File: config.mk
export PLATFORM = sky130hd
export DESIGN_NAME = scir_regs
export DESIGN_NICKNAME = d
export VERILOG_FILES = /design/src/scir_pkg.sv /design/src/scir_pin_sync.sv /design/src/scir_regs.sv
export SDC_FILE = /design/constraint.sdc
export NUM_CORES = 1
export LEC_CHECK = 0
export BUFFER_PORTS_ARGS = -buffer_cell sky130_fd_sc_hd__buf_2
export CORE_MARGIN = 8
export CORE_UTILIZATION = 58
export CTS_BUF_LIST = sky130_fd_sc_hd__clkbuf_4 sky130_fd_sc_hd__clkbuf_8
export DETAILED_ROUTE_END_ITERATION = 8
export PLACE_DENSITY_LB_ADDON = 0.25
export RECOVER_POWER = 25
export SETUP_SLACK_MARGIN = 0.02
export SLEW_MARGIN = 20
export SYNTH_ARGS = -nofsm -noshare
export SYNTH_HDL_FRONTEND = slang
export SYNTH_SLANG_ARGS = --single-unit
File: constraint.sdc
create_clock -name sys_clk -period 2.7 [get_ports sys_clk]
set_input_delay 0.135 -clock sys_clk [delete_from_list [all_inputs] [get_ports sys_clk]]
set_output_delay 0.135 -clock sys_clk [all_outputs]
set_load 0.005 [all_outputs]
File: src/scir_pkg.sv
/*
 * Constants for the configuration and identification register bank.
 * Assumes byte-wide registers on a 15-bit address space behind the SPI register port.
 */
// Summary of operation
// Writing one to interface config bit 7 resets the chip and all registers.
// The chip reset bit clears itself and always reads back zero.
// Host starts no SPI transaction until the 5 ns reset interval has passed.
// Streaming address decrements when direction bit 5 is zero, increments when one.
// Power mode bits 1-0: 0 normal, 3 full power down, 1-2 reserved; reset 0.
// Device class bits 3-0 read a fixed code; upper four bits reset to zero.
// Sixteen-bit family identifier always reads the same fixed code.
// Writes to identification fields are ignored and later reads stay fixed.
package scir_pkg;

	////////////////////////////////////////////////////////////////////////////////
	// Register offsets
	localparam logic [14:0] OFS_INTERFACE_CONFIG = 15'h0000;
	localparam logic [14:0] OFS_POWER_MODE_CONFIG = 15'h0002;
	localparam logic [14:0] OFS_DEVICE_CLASS_CODE = 15'h0003;
	localparam logic [14:0] OFS_FAMILY_ID_LO = 15'h0004;
	localparam logic [14:0] OFS_FAMILY_ID_HI = 15'h0005;
	localparam logic [14:0] OFS_SILICON_REVISION = 15'h0006;
	localparam logic [14:0] OFS_MAKER_ID_LO = 15'h000C;
	localparam logic [14:0] OFS_MAKER_ID_HI = 15'h000D;
	localparam logic [14:0] OFS_SYNC_REFERENCE_CONTROL = 15'h0080;

	////////////////////////////////////////////////////////////////////////////////
	// Reset values
	localparam logic [7:0] RST_INTERFACE_CONFIG = 8'h30;
	localparam logic [7:0] RST_POWER_MODE_CONFIG = 8'h00;
	localparam logic [3:0] RST_CLASS_UPPER = 4'h0;
	localparam logic [7:0] RST_SYNC_REFERENCE_CONTROL = 8'h40;

	////////////////////////////////////////////////////////////////////////////////
	// Field positions and encodings
	localparam int BIT_CHIP_RESET = 7;
	localparam int BIT_ADDRESS_DIRECTION_UP = 5;
	localparam int BIT_FIXED_ONE = 4;
	localparam logic [1:0] MODE_NORMAL = 2'h0;
	localparam logic [1:0] MODE_FULL_POWER_DOWN = 2'h3;

	////////////////////////////////////////////////////////////////////////////////
	// Frame layout: read flag plus 15 address bits, then whole data bytes
	localparam logic [4:0] HEADER_LAST_BIT = 5'h0F;
	localparam logic [4:0] BYTE_LAST_BIT = 5'h07;

	////////////////////////////////////////////////////////////////////////////////
	// Chip reset interval, a longest time, so it rounds down with a floor of one
	localparam int CLK_PERIOD_NS = 10;
	localparam int CHIP_RESET_TIME_NS = 5;
	localparam int CHIP_RESET_CYCLES_RAW = CHIP_RESET_TIME_NS / CLK_PERIOD_NS;
	localparam logic [3:0] CHIP_RESET_CYCLES =
		(CHIP_RESET_CYCLES_RAW < 1) ? 4'h1 : 4'(CHIP_RESET_CYCLES_RAW);

	////////////////////////////////////////////////////////////////////////////////
	// Frame phase
	typedef enum logic [0:0] {PH_HEADER, PH_DATA} scir_phase_e;

endpackage

File: src/scir_pin_sync.sv
/*
 * Three-stage pin synchroniser with agreement filter.
 * Assumes asynchronous pins; output changes only when stages two and three agree.
 */
`timescale 1ns/1ns
module scir_pin_sync #(
	parameter int WIDTH = 3,
	parameter logic [WIDTH-1:0] RESET_VALUE = '0
) (
	// Clock and reset
	input wire logic sys_clk,
	input wire logic sys_rst,
	// Pins and filtered levels
	input wire logic [WIDTH-1:0] pin_async,
	output logic [WIDTH-1:0] pin_stable
);

	typedef struct packed {
		logic [WIDTH-1:0] stage1;
		logic [WIDTH-1:0] stage2;
		logic [WIDTH-1:0] stage3;
		logic [WIDTH-1:0] stable;
	} scir_sync_s;

	scir_sync_s st;
	scir_sync_s next_st;

	////////////////////////////////////////////////////////////////////////////////
	// Shift chain and agreement update
	always_comb begin
		next_st = st;
		next_st.stage1 = pin_async;
		next_st.stage2 = st.stage1;
		next_st.stage3 = st.stage2;
		for (int i = 0; i < WIDTH; i++) begin
			if (st.stage2[i] == st.stage3[i]) begin
				next_st.stable[i] = st.stage3[i];
			end
		end
	end

	// Stage register, pins reset to their idle levels
	always_ff @(posedge sys_clk or posedge sys_rst) begin
		if (sys_rst) begin
			st <= {RESET_VALUE, RESET_VALUE, RESET_VALUE, RESET_VALUE};
		end else begin
			st <= next_st;
		end
	end

	assign pin_stable = st.stable;

endmodule

File: src/scir_regs.sv
/*
 * SPI register port with configuration and identification registers.
 * A frame is a read flag, 15 address bits and whole data bytes, MSB first;
 * each complete byte written to a writable offset is stored, and after any byte the address steps for streaming.
 * A soft reset write reloads every register and sends the parser back to
 * the header, so the host must end that frame. Partial bytes are dropped.
 * Assumes SPI mode 0 from a host on pins, with sclk slow against sys_clk
 * (each sclk level held at least 8 sys_clk cycles).
 */
`timescale 1ns/1ns
module scir_regs #(
	parameter logic [3:0] DEVICE_CLASS = 4'hA,      // Arbitrary value
	parameter logic [15:0] FAMILY_CODE = 16'h1234,  // Arbitrary value
	parameter logic [7:0] REVISION_CODE = 8'h01,    // Arbitrary value
	parameter logic [15:0] MAKER_CODE = 16'h5A5A    // Arbitrary value
) (
	// Clock and reset
	input wire logic sys_clk,
	input wire logic sys_rst,
	// SPI register port pins
	input wire logic spi_sclk,
	input wire logic spi_cs_n,
	input wire logic spi_sdi,
	output logic spi_sdo,
	output logic spi_sdo_oe,
	// Controls to the rest of the chip
	output logic chip_reset_request,
	output logic address_direction_up,
	output logic [1:0] power_mode,
	output logic full_power_down,
	output logic [7:0] sync_reference_control
);

	// Whole block state, held in one register
	typedef struct packed {
		logic sclk_prev;
		scir_pkg::scir_phase_e phase;
		logic [4:0] bit_cnt;
		logic [15:0] shift;
		logic is_read;
		logic [14:0] addr;
		logic [7:0] read_shift;
		logic sdo;
		logic sdo_oe;
		logic [3:0] reset_cnt;
		logic reset_out;
		logic [7:0] interface_config;
		logic [7:0] power_mode_config;
		logic [3:0] class_upper;
		logic [7:0] sync_ctrl;
		logic power_down;
	} scir_regs_s;

	scir_regs_s st;
	scir_regs_s next_st;
	// Filtered pin levels and the bytes in flight
	logic [2:0] pins_stable;
	logic sclk_f;
	logic cs_n_f;
	logic sdi_f;
	logic [7:0] wr_byte;
	logic [7:0] rd_byte;

	////////////////////////////////////////////////////////////////////////////////
	// Pin synchronisers, chip select idles high
	scir_pin_sync #(
		.WIDTH(3),
		.RESET_VALUE(3'h2)
	) u_pin_sync (
		.sys_clk(sys_clk),
		.sys_rst(sys_rst),
		.pin_async({spi_sdi, spi_cs_n, spi_sclk}),
		.pin_stable(pins_stable)
	);

	assign sclk_f = pins_stable[0];
	assign cs_n_f = pins_stable[1];
	assign sdi_f = pins_stable[2];
	assign wr_byte = {st.shift[6:0], sdi_f};

	////////////////////////////////////////////////////////////////////////////////
	// Next streaming address
	function automatic logic [14:0] step_addr(input logic [14:0] a, input logic up);
		// Wraps within the 15-bit address space
		step_addr = up ? 15'(a + 15'h0001) : 15'(a - 15'h0001);
	endfunction

	////////////////////////////////////////////////////////////////////////////////
	// Read decode; unmapped offsets read zero
	function automatic logic [7:0] read_reg(input logic [14:0] a, input scir_regs_s s);
		logic [7:0] v;
		v = 8'h00;
		case (a)
			scir_pkg::OFS_INTERFACE_CONFIG: begin
				v = s.interface_config;
				v[scir_pkg::BIT_CHIP_RESET] = 1'b0;
				v[scir_pkg::BIT_FIXED_ONE] = 1'b1;
			end
			scir_pkg::OFS_POWER_MODE_CONFIG: v = s.power_mode_config;
			scir_pkg::OFS_DEVICE_CLASS_CODE: v = {s.class_upper, DEVICE_CLASS};
			// Identification codes are fixed parameters; no write reaches them
			scir_pkg::OFS_FAMILY_ID_LO: v = FAMILY_CODE[7:0];
			scir_pkg::OFS_FAMILY_ID_HI: v = FAMILY_CODE[15:8];
			scir_pkg::OFS_SILICON_REVISION: v = REVISION_CODE;
			scir_pkg::OFS_MAKER_ID_LO: v = MAKER_CODE[7:0];
			scir_pkg::OFS_MAKER_ID_HI: v = MAKER_CODE[15:8];
			scir_pkg::OFS_SYNC_REFERENCE_CONTROL: v = s.sync_ctrl;
			default: v = 8'h00;
		endcase
		read_reg = v;
	endfunction

	// Byte at the current address, loaded into the read shifter at a byte start
	assign rd_byte = read_reg(st.addr, st);

	////////////////////////////////////////////////////////////////////////////////
	// Frame decode, register writes and chip reset
	always_comb begin
		next_st = st;
		next_st.sclk_prev = sclk_f;
		// Chip reset request stays out for the reset interval
		if (st.reset_cnt != 4'h0) begin
			next_st.reset_cnt = 4'(st.reset_cnt - 4'h1);
		end
		next_st.reset_out = (next_st.reset_cnt != 4'h0);
		// Chip select high: parser idle, data pin released
		if (cs_n_f) begin
			next_st.phase = scir_pkg::PH_HEADER;
			next_st.bit_cnt = 5'h00;
			next_st.sdo_oe = 1'b0;
			next_st.sdo = 1'b0;
		end else if (sclk_f && !st.sclk_prev) begin
			// Rising edge: sample one bit
			next_st.shift = {st.shift[14:0], sdi_f};
			next_st.bit_cnt = 5'(st.bit_cnt + 5'h01);
			case (st.phase)
				scir_pkg::PH_HEADER: begin
					if (st.bit_cnt == scir_pkg::HEADER_LAST_BIT) begin
						next_st.is_read = st.shift[14];
						next_st.addr = {st.shift[13:0], sdi_f};
						next_st.phase = scir_pkg::PH_DATA;
						next_st.bit_cnt = 5'h00;
					end
				end
				scir_pkg::PH_DATA: begin
					if (st.bit_cnt == scir_pkg::BYTE_LAST_BIT) begin
						next_st.bit_cnt = 5'h00;
						next_st.addr = step_addr(st.addr, st.interface_config[scir_pkg::BIT_ADDRESS_DIRECTION_UP]);
						if (!st.is_read) begin
							// Whole byte written: store it at the byte's own address
							case (st.addr)
								scir_pkg::OFS_INTERFACE_CONFIG: begin
									if (wr_byte[scir_pkg::BIT_CHIP_RESET]) begin
										// Whole bank back to defaults, frame restarts
										next_st.interface_config = scir_pkg::RST_INTERFACE_CONFIG;
										next_st.power_mode_config = scir_pkg::RST_POWER_MODE_CONFIG;
										next_st.class_upper = scir_pkg::RST_CLASS_UPPER;
										next_st.sync_ctrl = scir_pkg::RST_SYNC_REFERENCE_CONTROL;
										next_st.reset_cnt = scir_pkg::CHIP_RESET_CYCLES;
										next_st.reset_out = 1'b1;
										next_st.phase = scir_pkg::PH_HEADER;
									end else begin
										next_st.interface_config = wr_byte;
										next_st.interface_config[scir_pkg::BIT_FIXED_ONE] = 1'b1;
									end
									next_st.interface_config[scir_pkg::BIT_CHIP_RESET] = 1'b0;
								end
								scir_pkg::OFS_POWER_MODE_CONFIG: next_st.power_mode_config = wr_byte;
								scir_pkg::OFS_DEVICE_CLASS_CODE: next_st.class_upper = wr_byte[7:4];
								scir_pkg::OFS_SYNC_REFERENCE_CONTROL: next_st.sync_ctrl = wr_byte;
								default: begin
									// Read-only and unmapped offsets: byte dropped, no side effect
								end
							endcase
						end
					end
				end
				default: next_st.phase = scir_pkg::PH_HEADER;
			endcase
		end else if (!sclk_f && st.sclk_prev) begin
			// Falling edge: present the next read bit
			if (st.phase == scir_pkg::PH_DATA && st.is_read) begin
				next_st.sdo_oe = 1'b1;
				if (st.bit_cnt == 5'h00) begin
					next_st.sdo = rd_byte[7];
					next_st.read_shift = {rd_byte[6:0], 1'b0};
				end else begin
					next_st.sdo = st.read_shift[7];
					next_st.read_shift = {st.read_shift[6:0], 1'b0};
				end
			end
		end
		// Power-down flag follows the stored mode, registered with it
		next_st.power_down = (next_st.power_mode_config[1:0] == scir_pkg::MODE_FULL_POWER_DOWN);
	end

	// State register; reset loads the register defaults
	always_ff @(posedge sys_clk or posedge sys_rst) begin
		if (sys_rst) begin
			st <= '0;
			st.sclk_prev <= 1'b0;
			st.phase <= scir_pkg::PH_HEADER;
			st.interface_config <= scir_pkg::RST_INTERFACE_CONFIG;
			st.power_mode_config <= scir_pkg::RST_POWER_MODE_CONFIG;
			st.class_upper <= scir_pkg::RST_CLASS_UPPER;
			st.sync_ctrl <= scir_pkg::RST_SYNC_REFERENCE_CONTROL;
		end else begin
			st <= next_st;
		end
	end

	////////////////////////////////////////////////////////////////////////////////
	// Outputs, all straight from the state register
	assign spi_sdo = st.sdo;
	assign spi_sdo_oe = st.sdo_oe;
	assign chip_reset_request = st.reset_out;
	assign address_direction_up = st.interface_config[scir_pkg::BIT_ADDRESS_DIRECTION_UP];
	assign power_mode = st.power_mode_config[1:0];
	assign full_power_down = st.power_down;
	assign sync_reference_control = st.sync_ctrl;

endmodule

==> impl_metrics.toml, run 1 <==
[critical_path]
crit_path_start_kind = "flip-flop"
cp_slowest_cell = "dfstp_2"
r2r_slack_ns = 0.24
r2r-start = "address_direction_up"
cp.required_ns = 2.96
criticalPathCategory = "reg -> reg"
r2r-end = "st[54]"
cp_cell_sequence = "inv_1, fa_1, a211oi_2, nor2_1, o21a_1, a31oi_2, xor2_1, a21oi_1"
crit_end = "st[54]"
slowest_delay_ns = 0.54
ff2ff_path_depth = 8
cp-end-kind = "flip-flop"
critPathLaunch = "address_direction_up"
critPathArrivalTime_ns = 2.72
cp_max_fo = 8

[global_routing]
grt_max_degree = 92
grt_pass1_wl_mm = 19.5
grt_pass1_vias = 3900
antenna_found_initial = 0
grt_overflow = 0
track_usage_pct = 21.1

[clocking]
cts_setup_buffers = 0
clock-sinks = 91
cts_buffers = 9
htreeDepth = 3
cts.clk_slew.worst_paths_ns = 0.09
clockBufferDepth = 2
cts_tree = "yes"
root_buffer = "clkbuf_8"
insertion_delay_ns = 0.37

[synthesis]
synth_cell_types = 67
yosys-top-cells-count = "nand2_1, dfrtp_1, nor2_1"
synth.top_cell.area_share_pct = 43.5
yosysWarnings = 0
synthTopCellsByArea = "dfrtp_1, nand2_1, ha_1"
synth_seq_cells = 91
netlist_area_sq_um = 4890
yosys.area.top_type = "dfrtp_1"
synthCells = 532
yosysMostFrequentCell = "nand2_1"
syn-num-nets = 556
synth-seq-area-share_pct = 46.8
ys.flop_type = "dfrtp_1"
postSynth.asyncResetShare_pct = 100
synth_edf_count = 0
syn_area_per_cell_sq_um = 9.18

[drt]
drt_iter0_markers = 326
drc = 0
vias_per_cell = 6.11
num_vias = 4029
drt_wl_total_mm = 11.8
ant_nets = 0
firstDrtPassIters = 5
wl_per_cell_um = 17.9

[sta]
hold_viol = 0
drv_slew = 0
min_period_ns = 2.46
final.setup.tns_ns = 0
finalCritPeriodShare_pct = 91.1
setup_violations = 0
fmax_mhz = 407
final.setup_skew_ns = 0.00920
worstMarginPinSlew_ns = 1.22
grt_setup_unrepaired = "no"
whs_ns = 0.368
relSlewSlack_pct = 18.9
fin_ws_ns = 0.241

[floorplan]
pin_count = 20
die-area_sq_um = 11600
rows = 33
die_w_um = 108
start_util_pct = 59.8
die_y_um = 108
core_area_sq_um = 8180

[cells_and_area]
seqCellArea_sq_um = 2280
utilization_pct = 65.5
multiInputGateArea_sq_um = 2360
synthToLayoutAreaGrowth_pct = 9.53
fin_nets = 573
antennaDiodeCount = 0
drive_above_1_share_pct = 13.9
fillCellCount = 656

[outcome]
status = "finished clean"

[run]
maxCapViolCount = 0

[placement]
place_ws_ns = 0.161
dp_hpwl_mm = 8.15
io_buffers = 19
gp_congestion = 0.924

[pwr]
p_leak_nw = 2.56
cellPowerDensity_nw_per_um2 = 525
vdd_ir_drop_max_mv = 0.332

[hold_path]
hold_path.class = "reg -> reg"
==> what timing repair did <==
| action | CTS | global route |
|---|---|---|
| hold buffers | 4 | 0 |
| setup endpoints to repair | 0 | 4 |
| hold endpoints to repair | 88 | 0 |
| resized for setup | 0 | 3 |
==> metal layers <==
metal	part of all wire [%]	track usage [%]	wire, um
met5	0	0	0
met4	2.0	8.33	236
met3	5.6	5.33	664
met2	47	32.8	5550
met1	45	27.6	5320
==> state kept, by name (all words and copies together) (netlist names) <==
name,count
address_direction_up,1
chip_reset_request,1
full_power_down,1
power_mode,2
spi_sdo,1
spi_sdo_oe,1
st,64
sync_reference_control,8
u_pin_sync.next_st,6
u_pin_sync.pin_stable,3
u_pin_sync.st,3
==> layout by cell type, fill, tap and decap left out, drive strengths merged, types with 10 or more instances in the layout <==
cell type / n
o21ai: 32
clkbuf: 12
nand2: 87
dfrtp: 85
nor2: 45
nor3: 12
a221oi: 10
inv: 20
buf: 35
ha: 18
a21oi: 38
nand3: 14
==> critical path: cells and delay by family (launching register included) <==
family	cells	cell delay, ns
simple gates	1	0.12
compound gates	4	0.86
fa+ha+maj	1	0.52
buf+inv	1	0.14
xor+xnor	1	0.17
flops	1	0.54
==> kinds of logic (layout without fill, tap and decap cells) <==
| family | Yosys count | count (layout) | synth area share, % |
|---|---|---|---|
| compound gates | 144 | 144 | 19.3 |
| xor+xnor | 11 | 11 | 1.97 |
| fa+ha+maj | 22 | 22 | 5.63 |
| buf+inv | 55 | 77 | 5.25 |
| flops | 91 | 91 | 46.8 |
| mux | 4 | 4 | 0.845 |
| simple gates | 205 | 205 | 20.3 |
==> worst min path at each step <==
stage | slack [ns] | from | to | cells past startpoint
floorplan | 0.14 | spi_cs_n | u_pin_sync.next_st[7] | 0
global placement | 0.24 | spi_cs_n | u_pin_sync.next_st[7] | 1
detailed placement | 0.24 | spi_cs_n | u_pin_sync.next_st[7] | 1
CTS | 0.37 | u_pin_sync.next_st[8] | u_pin_sync.next_st[5] | 0
global route | 0.37 | u_pin_sync.next_st[8] | u_pin_sync.next_st[5] | 0
finish | 0.37 | u_pin_sync.next_st[7] | u_pin_sync.next_st[4] | 0
==> per-stage QoR <==
stage	total power, mW	instance area [sq um]	instances
global placement	1.76	5080	639
CTS	2.83	5350	659
floorplan	1.67	4890	532
global route	2.92	5350	659
finish	2.81	5350	659
detailed placement	1.77	5080	639
==> where the power goes <==
part           internal (mW)  switching (mW)  leakage (nW)
Sequential              1.43           0.124          1.22
Combinational         0.0653           0.128          1.22
Clock                  0.562           0.499         0.117
==> area by class of cell <==
type                            count  area share [%]
Multi-Input combinational cell    386            44.1
Sequential cell                    91            42.7
Timing Repair Buffer               40            4.91
Clock buffer                       11            2.71
Tap cell                          105            2.45
Clock inverter                      5            1.61
Inverter                           21            1.50
Power figures use the tool's default switching activity.
==> run 2: changes to the inputs <==
CORE_UTILIZATION = 47   (was 58)
==> run 2 against run 1 <==
  * Hold slack got worse by 0.0082 ns
  * Core utilization fell by 13 points
  * Routed wire length rose by 1.8%
  * Critical path depth did not move
  * Cell area rose by 0.58%
  * Count of clock-buffer cells in the layout did not move
  * Fmax fell by 3.8%
  * Largest power group unchanged
  * Highest routed layer unchanged
==> impl_metrics.toml, run 2 (synthesis gave the netlist of run 1 again) <==
[outcome]
status = "finished clean"

[clocking]
insertion_delay_ns = 0.37
htreeDepth = 3
clock-sinks = 91
root_buffer = "clkbuf_8"
cts_setup_buffers = 0
cts.clk_slew.worst_paths_ns = 0.09
cts_buffers = 9
clockBufferDepth = 2
cts_tree = "yes"

[drt]
wl_per_cell_um = 17.3
num_vias = 4038
vias_per_cell = 5.84
drc = 0
drt_iter0_markers = 420
ant_nets = 0
drt_wl_total_mm = 12.0
firstDrtPassIters = 5

[sta]
min_period_ns = 2.55
drv_slew = 0
final.setup.tns_ns = 0
final.setup_skew_ns = 0.00814
grt_setup_unrepaired = "no"
setup_violations = 0
hold_viol = 0
relSlewSlack_pct = 24.0
fmax_mhz = 391
worstMarginPinSlew_ns = 1.13
finalCritPeriodShare_pct = 94.6

[critical_path]
critPathArrivalTime_ns = 2.82
crit_path_start_kind = "flip-flop"
cp_slowest_cell = "dfstp_2"
cp.required_ns = 2.97
slowest_delay_ns = 0.53
cp-end-kind = "flip-flop"
cp_max_fo = 10
criticalPathCategory = "reg -> reg"
critPathBufInv = 1
cp_top_family = "compound AO/OA/AOI/OAI gates"
cp_cell_sequence = "inv_1, fa_1, a211oi_1, nor2_1, o21a_1, a31oi_2, xor2_1, a21oi_1"

[cells_and_area]
largest_reg_flops = 64
regMostFlops = "st"
final_common_cell = "nand2_1"
fin_nets = 574
drive_above_1_share_pct = 12.4
layout_common_cells = "nand2_1, dfrtp_1, nor2_1, a21oi_1, o21ai_0"
antennaDiodeCount = 0
synthToLayoutAreaGrowth_pct = 10.2

[global_routing]
grt_overflow = 0
grt_max_degree = 68
track_usage_pct = 18.1
antenna_found_initial = 0
grt_pass1_wl_mm = 20.5
grt_pass1_vias = 3958

[floorplan]
die_y_um = 118
start_util_pct = 47.8
rows = 37
core_area_sq_um = 10200
die-area_sq_um = 13900
pin_count = 20
die_w_um = 118

[pwr]
p_total_mw = 2.81
cellPowerDensity_nw_per_um2 = 523
p_leak_nw = 2.52
vdd_ir_drop_max_mv = 0.419

[placement]
dp_hpwl_mm = 8.45
gp_congestion = 0.907
io_buffers = 19

[run]
maxCapViolCount = 0

[hold_path]
hold_path.class = "reg -> reg"
## run 2: cell count changes in the layout (fill, tap and decap cells not counted), sizes merged
cell      change
clkinvlp      +2
clkbuf        +6
clkinv        -3
buf           -5
inv           +1
## run 2: power by group
part	internal, mW	leakage, nW	switching [mW]
logic	0.0663	1.19	0.131
registers	1.43	1.22	0.118
clock network	0.575	0.112	0.494
total	2.07	2.52	0.743
## run 2: through the flow
step                worst slack (ns)  std cells  hold WS, ns  utilization (%)  instance area (sq um)
CTS                            0.134        691        0.297             52.8                   5400
floorplan                      0.178        532        0.139                -                   4890
global placement               0.203        671        0.146             50.1                   5120
detailed placement             0.145        671        0.161             50.1                   5120
finish                         0.145        691        0.360             52.6                   5380
global route                  0.0128        691        0.368             52.6                   5380
## run 2: layout make-up
class / instances / area [sq um]
well taps: 136 / 170
flip-flops and latches: 91 / 2280
inverters: 21 / 80.1
clock buffers: 11 / 151
fillers: 947 / 4850
repair buffers: 41 / 263
clock inverters: 5 / 83.8
multi-input cells: 386 / 2350
## run 2: per-layer routing
layer  part of all wire [%]  track usage, %  vias to the layer above
met2                     45            27.7                      107
met1                     48            24.7                     1992
met4                    1.7            5.68                        0
met5                      0               0                        -
met3                    4.8            4.41                       18
li1                       -               -                     1921
## run 2: final timing paths
check	from	to	slack [ns]	cells past startpoint
worst max register to register	address_direction_up	st[54]	0.15	8
worst min register to register	u_pin_sync.next_st[6]	u_pin_sync.next_st[3]	0.36	0
max in group asynchronous	sys_rst	st[79]	0.68	4
min in group asynchronous	sys_rst	st[32]	0.52	3
worst max-delay path	address_direction_up	st[54]	0.15	8
worst min-delay path	u_pin_sync.next_st[6]	u_pin_sync.next_st[3]	0.36	0
## run 2: worst register-to-register path: stages, from the launching register on
cell and delay (ns):
dfstp_2 0.53, inv_1 0.17, fa_1 0.52, a211oi_1 0.32, nor2_1 0.15, o21a_1 0.24
a31oi_2 0.26, xor2_1 0.17, a21oi_1 0.08
## run 2: repair_timing
action | 4_1_cts | 5_1_grt
endpoints found under the hold margin | 26 | 0
endpoints found under the setup margin | 0 | 4
hold buffers | 4 | 0
gates resized for setup | 0 | 2
